`config.mk`:
```
export PLATFORM = sky130hd
export DESIGN_NAME = dnbr_top
export DESIGN_NICKNAME = d
export VERILOG_FILES = /design/src/pkg/dnbr_pkg.sv /design/src/rtl/dnbr_top.sv /design/src/rtl/dnbr_sync.sv
export SDC_FILE = /design/constraint.sdc
export NUM_CORES = 1
export LEC_CHECK = 0
export BUFFER_PORTS_ARGS = -buffer_cell sky130_fd_sc_hd__buf_4
export CAP_MARGIN = 25
export CORE_ASPECT_RATIO = 0.8
export CORE_MARGIN = 2
export CORE_UTILIZATION = 53
export CTS_CLUSTER_SIZE = 16
export DETAILED_ROUTE_END_ITERATION = 8
export PLACE_DENSITY = 0.87
export SLEW_MARGIN = 20
export SYNTH_ARGS = -nofsm -noshare
export SYNTH_HDL_FRONTEND = slang
export SYNTH_SLANG_ARGS = --single-unit
```
`constraint.sdc`:
```
create_clock -name sys_clk -period 1.2 [get_ports sys_clk]
set_input_delay 0 -clock sys_clk [delete_from_list [all_inputs] [get_ports sys_clk]]
set_output_delay 0 -clock sys_clk [all_outputs]
set_load 0.1 [all_outputs]
```
`src/pkg/dnbr_pkg.sv`:
```
`default_nettype none
package dnbr_pkg;
	localparam int DNBR_HALF_W = 9;
	localparam int DNBR_NUM_HALVES = 2;
	// pin bundle per half: {clk, load_enable_n, async_zero_n, oe_n, data}
	localparam int DNBR_PIN_W = DNBR_HALF_W + 4;
	localparam int DNBR_POS_DATA = 0;
	localparam int DNBR_POS_OE_N = DNBR_HALF_W;
	localparam int DNBR_POS_ZERO_N = DNBR_HALF_W + 1;
	localparam int DNBR_POS_LOAD_N = DNBR_HALF_W + 2;
	localparam int DNBR_POS_CLK = DNBR_HALF_W + 3;
	localparam logic [DNBR_HALF_W-1:0] DNBR_STORE_RST = 9'h000;
	localparam logic DNBR_DRIVE_N_RST = 1'b1;
	localparam logic DNBR_CLK_PREV_RST = 1'b1;
	// synchroniser reset value: controls inactive, clock high so no false edge
	localparam logic [DNBR_PIN_W-1:0] DNBR_SYNC_RST = 13'h1e00;
endpackage
`default_nettype wire

```
`src/rtl/dnbr_top.sv`:
```
// Summary of operation
// - two independent 9-bit halves, joinable as 18
// - each half has its own controls
// - load data on rising clock when enabled
// - load enable high ignores clock edges
// - clear zeroes half three sys_clk edges later, overrides loads
// - output enable high floats outputs
// - output enable never touches storage
`default_nettype none
module dnbr_top
	import dnbr_pkg::*;
(
	// clock and reset
	input wire logic sys_clk,
	input wire logic nrst,
	// low half pins
	input wire logic lo_clk,
	input wire logic lo_load_enable_n,
	input wire logic lo_async_zero_n,
	input wire logic lo_oe_n,
	input wire logic [DNBR_HALF_W-1:0] lo_d,
	output logic [DNBR_HALF_W-1:0] lo_q,
	output logic lo_q_oe_n,
	// high half pins
	input wire logic hi_clk,
	input wire logic hi_load_enable_n,
	input wire logic hi_async_zero_n,
	input wire logic hi_oe_n,
	input wire logic [DNBR_HALF_W-1:0] hi_d,
	output logic [DNBR_HALF_W-1:0] hi_q,
	output logic hi_q_oe_n
);
	typedef struct packed
	{
		logic [DNBR_NUM_HALVES-1:0][DNBR_HALF_W-1:0] store;
		logic [DNBR_NUM_HALVES-1:0] drive_n;
		logic [DNBR_NUM_HALVES-1:0] clk_prev;
	} dnbr_state_t;

	dnbr_state_t st;
	dnbr_state_t next_st;
	logic [DNBR_NUM_HALVES-1:0][DNBR_PIN_W-1:0] pins;
	logic [DNBR_NUM_HALVES-1:0][DNBR_PIN_W-1:0] pins_s;
	// per-half fields after the synchroniser
	logic [DNBR_NUM_HALVES-1:0] clk_s;
	logic [DNBR_NUM_HALVES-1:0] load_n_s;
	logic [DNBR_NUM_HALVES-1:0] zero_n_s;
	logic [DNBR_NUM_HALVES-1:0] oe_n_s;
	logic [DNBR_NUM_HALVES-1:0][DNBR_HALF_W-1:0] data_s;
	logic [DNBR_NUM_HALVES-1:0] rise;
	logic [DNBR_NUM_HALVES-1:0] take;
	logic [DNBR_NUM_HALVES-1:0][DNBR_HALF_W-1:0] store_d;

	// the halves share only sys_clk and nrst; an 18-bit register is both
	// control sets driven alike, lo giving bits 8:0 and hi bits 17:9

	// one bundle layout serves the packer and every field reader below
	function automatic logic [DNBR_PIN_W-1:0] dnbr_pack
	(
		input logic clk,
		input logic load_n,
		input logic zero_n,
		input logic oe_n,
		input logic [DNBR_HALF_W-1:0] d
	);
		return {clk, load_n, zero_n, oe_n, d};
	endfunction

	// half clock level
	function automatic logic dnbr_clk_of
	(
		input logic [DNBR_PIN_W-1:0] p
	);
		return p[DNBR_POS_CLK];
	endfunction

	// load enable, low means load
	function automatic logic dnbr_load_n_of
	(
		input logic [DNBR_PIN_W-1:0] p
	);
		return p[DNBR_POS_LOAD_N];
	endfunction

	// clear, low means zero the store
	function automatic logic dnbr_zero_n_of
	(
		input logic [DNBR_PIN_W-1:0] p
	);
		return p[DNBR_POS_ZERO_N];
	endfunction

	// output enable, low means drive
	function automatic logic dnbr_oe_n_of
	(
		input logic [DNBR_PIN_W-1:0] p
	);
		return p[DNBR_POS_OE_N];
	endfunction

	// data bits
	function automatic logic [DNBR_HALF_W-1:0] dnbr_data_of
	(
		input logic [DNBR_PIN_W-1:0] p
	);
		return p[DNBR_POS_DATA +: DNBR_HALF_W];
	endfunction

	// a rise is the synchronised clock high now and low one sys_clk earlier;
	// a clock pulse shorter than one sys_clk period can be missed entirely
	function automatic logic dnbr_rise
	(
		input logic now_lvl,
		input logic prev_lvl
	);
		return now_lvl && !prev_lvl;
	endfunction

	// clear wins over a load that lands in the same synchronised cycle
	function automatic logic dnbr_take
	(
		input logic rise_now,
		input logic load_n,
		input logic zero_n
	);
		return rise_now && !load_n && zero_n;
	endfunction

	// next store of one half: clear first, then an enabled rise, else hold
	function automatic logic [DNBR_HALF_W-1:0] dnbr_store_next
	(
		input logic zero_n,
		input logic take_now,
		input logic [DNBR_HALF_W-1:0] d,
		input logic [DNBR_HALF_W-1:0] cur
	);
		if (!zero_n)
		begin
			return DNBR_STORE_RST;
		end
		if (take_now)
		begin
			return d;
		end
		// load enable high or no rise: edge ignored, store holds
		return cur;
	endfunction

	// reset image: stores empty, drivers off, clocks taken as high so that a
	// clock already high at release is not seen as an edge
	function automatic dnbr_state_t dnbr_reset_state();
		dnbr_state_t r;
		for (int h = 0; h < DNBR_NUM_HALVES; h++)
		begin
			r.store[h] = DNBR_STORE_RST;
			r.drive_n[h] = DNBR_DRIVE_N_RST;
			r.clk_prev[h] = DNBR_CLK_PREV_RST;
		end
		return r;
	endfunction

	// every pin of both halves goes through the same two-stage delay, so data
	// stays aligned with the clock edge it is meant for
	assign pins[0] = dnbr_pack(lo_clk, lo_load_enable_n, lo_async_zero_n, lo_oe_n, lo_d);
	assign pins[1] = dnbr_pack(hi_clk, hi_load_enable_n, hi_async_zero_n, hi_oe_n, hi_d);

	dnbr_sync u_sync
	(
		.sys_clk(sys_clk),
		.nrst(nrst),
		.pin_in(pins),
		.pin_sync(pins_s)
	);

	// field decode, one pass per half
	always_comb
	begin
		for (int h = 0; h < DNBR_NUM_HALVES; h++)
		begin
			clk_s[h] = dnbr_clk_of(pins_s[h]);
			load_n_s[h] = dnbr_load_n_of(pins_s[h]);
			zero_n_s[h] = dnbr_zero_n_of(pins_s[h]);
			oe_n_s[h] = dnbr_oe_n_of(pins_s[h]);
			data_s[h] = dnbr_data_of(pins_s[h]);
			rise[h] = dnbr_rise(clk_s[h], st.clk_prev[h]);
			take[h] = dnbr_take(rise[h], load_n_s[h], zero_n_s[h]);
			store_d[h] = dnbr_store_next(zero_n_s[h], take[h], data_s[h], st.store[h]);
		end
	end

	always_comb
	begin
		next_st = st;
		for (int h = 0; h < DNBR_NUM_HALVES; h++)
		begin
			next_st.clk_prev[h] = clk_s[h];
			// output enable only steers the driver, storage ignores it
			next_st.drive_n[h] = oe_n_s[h];
			next_st.store[h] = store_d[h];
		end
		if (!nrst)
		begin
			next_st = dnbr_reset_state();
		end
	end

	// one register for the whole state; reset is synchronous through next_st
	always_ff @(posedge sys_clk)
	begin
		st <= next_st;
	end

	// outputs straight from flops; the pad cell turns a high q_oe_n into
	// high impedance, which the bus model mirrors
	assign lo_q = st.store[0];
	assign hi_q = st.store[1];
	assign lo_q_oe_n = st.drive_n[0];
	assign hi_q_oe_n = st.drive_n[1];
endmodule
`default_nettype wire

```
`src/rtl/dnbr_sync.sv`:
```
`default_nettype none
module dnbr_sync
	import dnbr_pkg::*;
(
	// clock and reset
	input wire logic sys_clk,
	input wire logic nrst,
	// pins in, synchronised out
	input wire logic [DNBR_NUM_HALVES-1:0][DNBR_PIN_W-1:0] pin_in,
	output logic [DNBR_NUM_HALVES-1:0][DNBR_PIN_W-1:0] pin_sync
);
	typedef struct packed
	{
		logic [DNBR_NUM_HALVES-1:0][DNBR_PIN_W-1:0] s1;
		logic [DNBR_NUM_HALVES-1:0][DNBR_PIN_W-1:0] s2;
	} dnbr_sync_state_t;

	dnbr_sync_state_t st;
	dnbr_sync_state_t next_st;

	always_comb
	begin
		next_st.s1 = pin_in;
		next_st.s2 = st.s1;
		if (!nrst)
		begin
			next_st.s1 = {DNBR_NUM_HALVES{DNBR_SYNC_RST}};
			next_st.s2 = {DNBR_NUM_HALVES{DNBR_SYNC_RST}};
		end
	end

	always_ff @(posedge sys_clk)
	begin
		st <= next_st;
	end

	assign pin_sync = st.s2;
endmodule
`default_nettype wire

```
==> results of run 1 <==
==> cells by family after synthesis <==
kind of cell	Yosys count
buffers and inverters	34
flip-flops	74
AND/OR/NAND/NOR	94
multiplexers	18
==> sequential cells by signal (all words and copies together) (netlist names) <==
register / cells
lo_q: 9
hi_q: 9
st: 2
lo_q_oe_n: 1
u_sync.pin_sync: 26
hi_q_oe_n: 1
u_sync.st: 26
==> metrics by stage <==
step	hold WS (ns)	std cells	setup WS, ns
final	0.283	345	0.102
after global routing	0.275	345	0.0815
after CTS	0.372	344	0.0143
after detailed placement	0.186	299	0.209
after global placement	0.182	299	0.289
after floorplan	0.101	220	0.291
==> Yosys cell counts <==
| library cell | n |
|---|---|
| buf_6 | 5 |
| nand3_1 | 36 |
| mux2i_1 | 18 |
| nor3b_2 | 2 |
| nand2b_1 | 20 |
| clkbuf_1 | 1 |
| buf_2 | 1 |
| buf_4 | 24 |
| dfxtp_1 | 74 |
| and2_1 | 36 |
| clkbuf_2 | 3 |
==> layout make-up <==
class | instances | area share (%)
Clock buffer | 12 | 4.76
Clock inverter | 4 | 2.26
Multi-Input combinational cell | 112 | 22.6
Sequential cell | 74 | 45.4
Tap cell | 60 | 2.30
Timing Repair Buffer | 83 | 22.7
==> routing by layer <==
metal	global-route usage [%]	vias to the layer above	wire (um)
li1	-	811	-
met1	20.3	722	1890
met2	28.5	39	2120
met3	7.01	7	193
met4	8.26	0	113
met5	0	-	0
==> worst max-delay path by stage <==
stage | startpoint | endpoint | slack, ns | depth (start not counted)
4_1_cts | nrst | u_sync.st[50] | 0.01 | 4
3_3_place_gp | u_sync.pin_sync[12] | lo_q[8] | 0.29 | 3
5_1_grt | hi_async_zero_n | u_sync.st[49] | 0.08 | 4
6_report | hi_async_zero_n | u_sync.st[49] | 0.10 | 4
2_1_floorplan | hi_q_oe_n | hi_q_oe_n | 0.29 | 0
3_5_place_dp | u_sync.pin_sync[11] | lo_q[1] | 0.21 | 3
==> what timing repair did <==
| item | in CTS | in global routing |
|---|---|---|
| hold buffers | 29 | 0 |
| setup endpoints to repair | 0 | 6 |
| resized for setup | 0 | 4 |
| endpoints found under the hold margin | 30 | 0 |
==> critical path: stages <==
cell and delay (ns):
dlygate4sd3_1 0.53, buf_4 0.13, nand2b_1 0.12, dlygate4sd3_1 0.54
==> power by group <==
part           switching, mW  internal [mW]  total (mW)
logic                  0.123          0.193       0.316
clock network          0.868           1.29        2.15
registers             0.0225           2.54        2.56
==> results.sh, run 1 <==
export IMPL_reg2reg_slack_ns=0.18
export IMPL_cts_clk_slew_worst_paths_ns=0.08
export IMPL_place_port_buffers=47
export IMPL_synthAdderAreaFrac_pct=0
export IMPL_drt_pass1_iter_count=4
export IMPL_cts_htree_levels=3
export IMPL_startpoint_type="input port"
export IMPL_hold_end="u_sync.pin_sync[25]"
export IMPL_grt_max_degree=45
export IMPL_synth_area_per_cell_um2=11.3
export IMPL_hold_path_class="input port to flip-flop"
export IMPL_timing_final_crit_share_pct=91.5
export IMPL_netlist_cell_type_count=11
export IMPL_die_y_um=65.2
export IMPL_hold_depth=3
export IMPL_core_rowCount=22
export IMPL_drtAntennaViolNets=0
export IMPL_timing_rr_start="st[1]"
export IMPL_cp_end_kind="flip-flop"
export IMPL_cts_root_buf="clkbuf_8"
export IMPL_synth_seq_cells=74
export IMPL_synthCells=220
export IMPL_final_common_cell="dfxtp_1"
export IMPL_yosys_top_cells_area="dfxtp_1 (60%), and2_1 (9.1%), mux2i_1 (7.3%)"
export IMPL_numClockSinks=74
export IMPL_synth_top_family_by_area="simple AND/OR/NAND/NOR gates"
export IMPL_relSlewSlack_pct=79.8
export IMPL_place_gp_congestion=0.693
export IMPL_slew_violations=0
export IMPL_layout_min_cycle_time_ns=1.10
export IMPL_criticalPathCategory="input port to flip-flop"
export IMPL_cts_buffer_depth=2
export IMPL_core_area_um2=4540
export IMPL_start_util_pct=54.5
export IMPL_path_max_fanout=1
export IMPL_cts_setup_buffers=0
export IMPL_ios=48
export IMPL_required_ns=1.43
export IMPL_reg2reg_depth=3
export IMPL_synth_compound_area_share_pct=0
export IMPL_antenna_cells=0
export IMPL_postLayoutCellArea_um2=3260
export IMPL_place_area_um2=2700
export IMPL_drc=0
export IMPL_wirelength_mm=4.31
export IMPL_area_delta_synth_final_pct=31.7
export IMPL_antenna_found_initial=0
export IMPL_final_cell_mix="dfxtp_1 (74), buf_4 (51), nand3_1 (36), and2_1 (36), dlygate4sd3_1 (28)"
export IMPL_status="completed"
export IMPL_tns_ns=0
export IMPL_ys_seq_area_share_pct=59.8
export IMPL_hold_start="nrst"
export IMPL_peakVddDrop_mv=1.11
export IMPL_synth_simple_area_share_pct=22.4
export IMPL_grt_overflow_total=0
export IMPL_synth_area_um2=2480
export IMPL_clkLatencyLatePin_ns=0.34
export IMPL_rsz0062_at_grt="false"
export IMPL_grt_pass1_vias=1515
export IMPL_synth_top_area_cell="dfxtp_1"
export IMPL_timing_fmax_ghz=0.911
export IMPL_routedWlPerCell_um=12.5
export IMPL_die_area_um2=5240
export IMPL_layout_area_seq_um2=1480
export IMPL_finClkSkew_ns=0.0105
export IMPL_finalNetCount=308
export IMPL_nFillCells=300
export IMPL_fp_dieW_um=80.4
export IMPL_synthMuxAreaShare_pct=7.27
export IMPL_power_density_nw_per_um2=1540
export IMPL_cts_made_buffers=9
export IMPL_multiInputGateArea_um2=736
export IMPL_grtUsageTotal_pct=17.6
export IMPL_setup_viol=0
export IMPL_worst_slew_pin_transition_ns=0.303
export IMPL_synth_top_area_share_pct=59.8
export IMPL_crit_arrival_ns=1.32
export IMPL_synth_nets=248
export IMPL_yosys_warnings=0
export IMPL_fin_util_pct=71.8
export IMPL_vias_per_cell=4.58
export IMPL_drtIter0Drc=64
export IMPL_p_leak_nw=1.34
export IMPL_crit_reg2reg_capture="hi_q[3]"
export IMPL_synthXorXnorAreaFrac_pct=0
export IMPL_grt_pass1_wl_mm=6.77
export IMPL_timing_final_hold_violations=0
export IMPL_drive_above_1_share_pct=24.9
export IMPL_max_cap_viol_count=0
export IMPL_hpwl_mm=2.35
export IMPL_num_vias=1579
export IMPL_p_total_mw=5.03
export IMPL_cts_tree="yes"
No activity file was read; power rests on OpenSTA's default activity.
==> run 2, diff against run 1 <==
- CORE_UTILIZATION: 53 -> 56
- CTS_BUF_LIST: default -> sky130_fd_sc_hd__clkbuf_8
- PLACE_DENSITY: 0.87 -> 0.91
==> run 2 against run 1 <==
  * First-iteration DRC count grew 16%
  * Global-route usage grew 2.7 points
  * Core utilization grew 5.1 points
  * Setup slack lost 0.030 ns
  * Combinational power shrank 4%
  * Via count grew 1.9%
  * Sequential power is essentially flat
  * Die area shrank 5.1%
  * Power grew 7.8%
  * Maximum frequency shrank 2.6%
  * Largest cell class unchanged
==> results.sh, run 2 (same netlist as run 1, synthesis figures left out) <==
export IMPL_final_common_cell="dfxtp_1"
export IMPL_timing_rr_start="u_sync.pin_sync[25]"
export IMPL_hold_end="u_sync.st[38]"
export IMPL_cts_tree="yes"
export IMPL_grt_overflow_total=0
export IMPL_stdcell_count=340
export IMPL_p_leak_nw=1.33
export IMPL_worst_slew_pin_transition_ns=0.283
export IMPL_grt_pass1_vias=1572
export IMPL_startpoint_type="flip-flop"
export IMPL_routedWlPerCell_um=13.6
export IMPL_clkLatencyLatePin_ns=0.34
export IMPL_cts_clk_slew_worst_paths_ns=0.08
export IMPL_setup_slack_ns=0.0722
export IMPL_reg2reg_depth=3
export IMPL_hold_start="lo_clk"
export IMPL_crit_arrival_ns=1.38
export IMPL_ios=48
export IMPL_drtAntennaViolNets=0
export IMPL_status="completed"
export IMPL_reg2reg_slack_ns=0.07
export IMPL_cp_end_kind="flip-flop"
export IMPL_drt_pass1_iter_count=4
export IMPL_finClkSkew_ns=0.0103
export IMPL_slew_violations=0
export IMPL_setup_viol=0
export IMPL_layout_min_cycle_time_ns=1.13
export IMPL_wirelength_mm=4.64
export IMPL_antenna_found_initial=0
export IMPL_p_total_mw=5.42
export IMPL_cts_hold_buf=27
export IMPL_timing_final_hold_violations=0
export IMPL_timing_final_crit_share_pct=94.0
export IMPL_whs_ns=0.385
export IMPL_cts_htree_levels=3
export IMPL_grtUsageTotal_pct=20.3
export IMPL_crit_reg2reg_capture="hi_q[8]"
export IMPL_grt_pass1_wl_mm=7.45
export IMPL_fp_dieW_um=78.4
export IMPL_drtIter0Drc=74
export IMPL_finalNetCount=306
export IMPL_hold_path_class="input port to flip-flop"
export IMPL_peakVddDrop_mv=1.24
export IMPL_dp_slack_ns=0.227
export IMPL_power_density_nw_per_um2=1670
export IMPL_cts_made_buffers=9
export IMPL_cts_buffer_depth=2
export IMPL_timing_fmax_ghz=0.887
export IMPL_start_util_pct=58.6
export IMPL_num_vias=1609
export IMPL_drc=0
export IMPL_die_y_um=63.5
export IMPL_rsz0062_at_grt="false"
export IMPL_criticalPathCategory="flip-flop to flip-flop"
export IMPL_post_cts_resized=0
export IMPL_max_cap_viol_count=0
export IMPL_antenna_cells=0
export IMPL_core_rowCount=21
export IMPL_drive_above_1_share_pct=25.4
export IMPL_core_area_um2=4230
export IMPL_hold_depth=3
export IMPL_cts_setup_buffers=0
export IMPL_grt_max_degree=31
export IMPL_vias_per_cell=4.73
export IMPL_nFillCells=245
export IMPL_numClockSinks=74
export IMPL_required_ns=1.46
export IMPL_final_cell_mix="dfxtp_1 (74), buf_4 (53), nand3_1 (36), and2_1 (36), dlygate4sd3_1 (27)"
export IMPL_tns_ns=0
export IMPL_die_area_um2=4980
export IMPL_place_gp_congestion=0.727
export IMPL_place_inst=297
export IMPL_place_port_buffers=47
export IMPL_relSlewSlack_pct=81.3
export IMPL_area_delta_synth_final_pct=31.3
export IMPL_cts_root_buf="clkbuf_8"
export IMPL_path_max_fanout=9
## run 2: changes by cell type in the layout (fill, tap and decap cells not counted), sizes merged
cell	change
buf	+1
bufinv	+2
clkbuf	-3
dlygate4sd3	-1
dlymetal6s4s	-1
## run 2: how the worst max path moves through the flow
stage	from	end	slack, ns	cells after the start
3_5_place_dp	u_sync.pin_sync[12]	lo_q[0]	0.23	3
6_report	u_sync.pin_sync[25]	hi_q[8]	0.07	3
4_1_cts	u_sync.pin_sync[25]	hi_q[8]	0.07	3
3_3_place_gp	u_sync.pin_sync[12]	lo_q[8]	0.26	3
5_1_grt	u_sync.pin_sync[25]	hi_q[8]	0.01	3
2_1_floorplan	hi_q_oe_n	hi_q_oe_n	0.29	0
## run 2: final cells by class
cell class	instances	area, um^2	share of cell area (%)
multi-input combinational	112	736	22.6
clock inverter	6	138	4.23
timing repair buffer	81	688	21.2
tap	57	71.3	2.19
sequential	74	1480	45.6
clock buffer	10	138	4.23
## run 2: metal layers
| layer | vias up | GRT usage, % | routed length, um | part of all wire, % |
|---|---|---|---|---|
| met5 | - | 0 | 0 | 0 |
| met4 | 0 | 8.33 | 80 | 1.7 |
| met3 | 9 | 8.02 | 294 | 6.3 |
| met2 | 56 | 33.7 | 2370 | 51 |
| met1 | 738 | 23.3 | 1890 | 41 |
| li1 | 806 | - | - | - |
## run 2: metrics by stage
step / area [um^2] / utilization (%)
floorplan: 2480 / -
global placement: 2710 / 64.0
detailed placement: 2710 / 64.0
CTS: 3250 / 76.9
global route: 3250 / 76.9
finish: 3250 / 76.9
## run 2: critical path: stages, from the launching register on
cell and delay [ns]:
dfxtp_1 0.35, nor3b_2 0.19, buf_4 0.23, mux2i_1 0.26
## run 2: report_power, final
group / switching (mW) / internal (mW)
combinational: 0.125 / 0.179
clock: 0.901 / 1.65
sequential: 0.0251 / 2.54
==> run 3, diff against run 2 <==
- CAP_MARGIN: 25 -> default
- HOLD_SLACK_MARGIN: default -> 0.06
- REMOVE_ABC_BUFFERS: default -> 1
==> run 3 against run 2 <==
  * Power is 14% lower
  * Critical path type unchanged
  * Clock power is 29% lower
  * First-iteration DRC count is 14% lower
  * Setup slack better by 0.11 ns
  * Maximum frequency is 11% higher
  * Global-route usage is 1.9 points lower
  * Core utilization is 2.4 points lower
  * Die area stayed put
  * Final area is 3.1% lower
==> results.sh, run 3 (same netlist as run 1, synthesis figures left out) <==
export IMPL_status="completed"
export IMPL_power_density_nw_per_um2=1480
export IMPL_grtUsageTotal_pct=18.4
export IMPL_cts_htree_levels=3
export IMPL_slew_violations=0
export IMPL_cpPeakStageDelay_ns=0.31
export IMPL_die_y_um=63.5
export IMPL_wirelength_mm=4.00
export IMPL_core_rowCount=21
export IMPL_die_area_um2=4980
export IMPL_vias_per_cell=4.62
export IMPL_place_port_buffers=47
export IMPL_cts_setup_buffers=0
export IMPL_relSlewSlack_pct=78.7
export IMPL_p_leak_nw=1.29
export IMPL_clkLatencyLatePin_ns=0.33
export IMPL_timing_fmax_ghz=0.984
export IMPL_rsz0062_at_grt="false"
export IMPL_ios=48
export IMPL_path_max_fanout=5
export IMPL_p_total_mw=4.68
export IMPL_path_cells="nor3b_2, buf_4, mux2i_1"
export IMPL_antenna_found_initial=0
export IMPL_area_delta_synth_final_pct=27.2
export IMPL_startpoint_type="flip-flop"
export IMPL_layout_min_cycle_time_ns=1.02
export IMPL_grt_max_degree=93
export IMPL_num_vias=1553
export IMPL_timing_final_crit_share_pct=84.7
export IMPL_criticalPathCategory="flip-flop to flip-flop"
export IMPL_finalNetCount=304
export IMPL_cts_clk_slew_worst_paths_ns=0.07
export IMPL_final_cell_mix="dfxtp_1 (74), buf_4 (52), nand3_1 (36), and2_1 (36), dlygate4sd3_1 (26)"
export IMPL_crit_arrival_ns=1.27
export IMPL_setup_viol=0
export IMPL_cts_root_buf="clkbuf_8"
export IMPL_antenna_cells=0
export IMPL_hold_path_class="input port to flip-flop"
export IMPL_numClockSinks=74
export IMPL_cp_startpoint="u_sync.pin_sync[11]"
export IMPL_drt_pass1_iter_count=4
export IMPL_grt_overflow_total=0
export IMPL_cts_tree="yes"
export IMPL_hpwl_mm=2.23
export IMPL_drtAntennaViolNets=0
export IMPL_hold_start="nrst"
export IMPL_cts_made_buffers=9
export IMPL_grt_pass1_wl_mm=6.80
export IMPL_drtIter0Drc=64
export IMPL_timing_final_hold_violations=0
export IMPL_grt_pass1_vias=1482
export IMPL_core_area_um2=4230
export IMPL_routedWlPerCell_um=11.9
export IMPL_start_util_pct=58.6
export IMPL_fin_util_pct=74.5
export IMPL_max_cap_viol_count=0
export IMPL_peakVddDrop_mv=0.983
export IMPL_crit_slowest_cell="dfxtp_1"
export IMPL_drive_above_1_share_pct=24.4
export IMPL_required_ns=1.45
export IMPL_timing_rr_start="u_sync.pin_sync[11]"
export IMPL_whs_ns=0.126
export IMPL_place_gp_congestion=0.713
export IMPL_drc=0
export IMPL_cts_buffer_depth=2
export IMPL_stdcell_count=336
export IMPL_finClkSkew_ns=0.00602
export IMPL_place_inst=296
export IMPL_final_common_cell="dfxtp_1"
export IMPL_cp_end_kind="flip-flop"
export IMPL_tns_ns=0
export IMPL_fp_dieW_um=78.4
export IMPL_worst_slew_pin_transition_ns=0.320
[run 3: layout make-up]
type                    instances  area, um^2
clock buffers                  11         151
clock inverters                 3        41.3
fillers                       276        1080
multi-input cells             112         736
flip-flops and latches         74        1480
well taps                      57        71.3
repair buffers                 79         671
[run 3: what timing repair did]
action,4_1_cts,5_1_grt
gates resized for setup,0,0
hold buffers,26,0
hold endpoints to repair,26,0
[run 3: power by group]
part	switching (mW)	internal [mW]	total, mW
sequential	0.0196	2.54	2.56
clock	0.784	1.04	1.83
combinational	0.117	0.173	0.290
[run 3: metal layers]
| metal | up-vias | wire (um) | global-route usage (%) |
|---|---|---|---|
| met5 | - | 0 | 0 |
| met4 | 0 | 57 | 8.55 |
| met3 | 5 | 141 | 5.59 |
| met2 | 36 | 2070 | 33.4 |
| met1 | 712 | 1730 | 19.5 |
| li1 | 800 | - | - |
[run 3: worst max-delay path: cells and delay by family, from the launching register on]
kind / cells / cell delay, ns
buffers and inverters: 1 / 0.20
muxes: 1 / 0.21
DFF: 1 / 0.31
and+or+nand+nor: 1 / 0.22
[run 3: per-stage QoR]
step	setup slack [ns]	area [um^2]
finish	0.184	3150
global route	0.0944	3150
CTS	0.171	3150
detailed placement	0.186	2700
global placement	0.283	2700
floorplan	-0.0714	2220
[run 3: final timing paths]
kind              slack [ns]       endpoint  cells past startpoint
hold reg to reg         0.41      hi_q_oe_n                      1
setup reg to reg        0.18        lo_q[7]                      3
hold / removal          0.13  u_sync.st[38]                      3
setup / recovery        0.18        lo_q[7]                      3
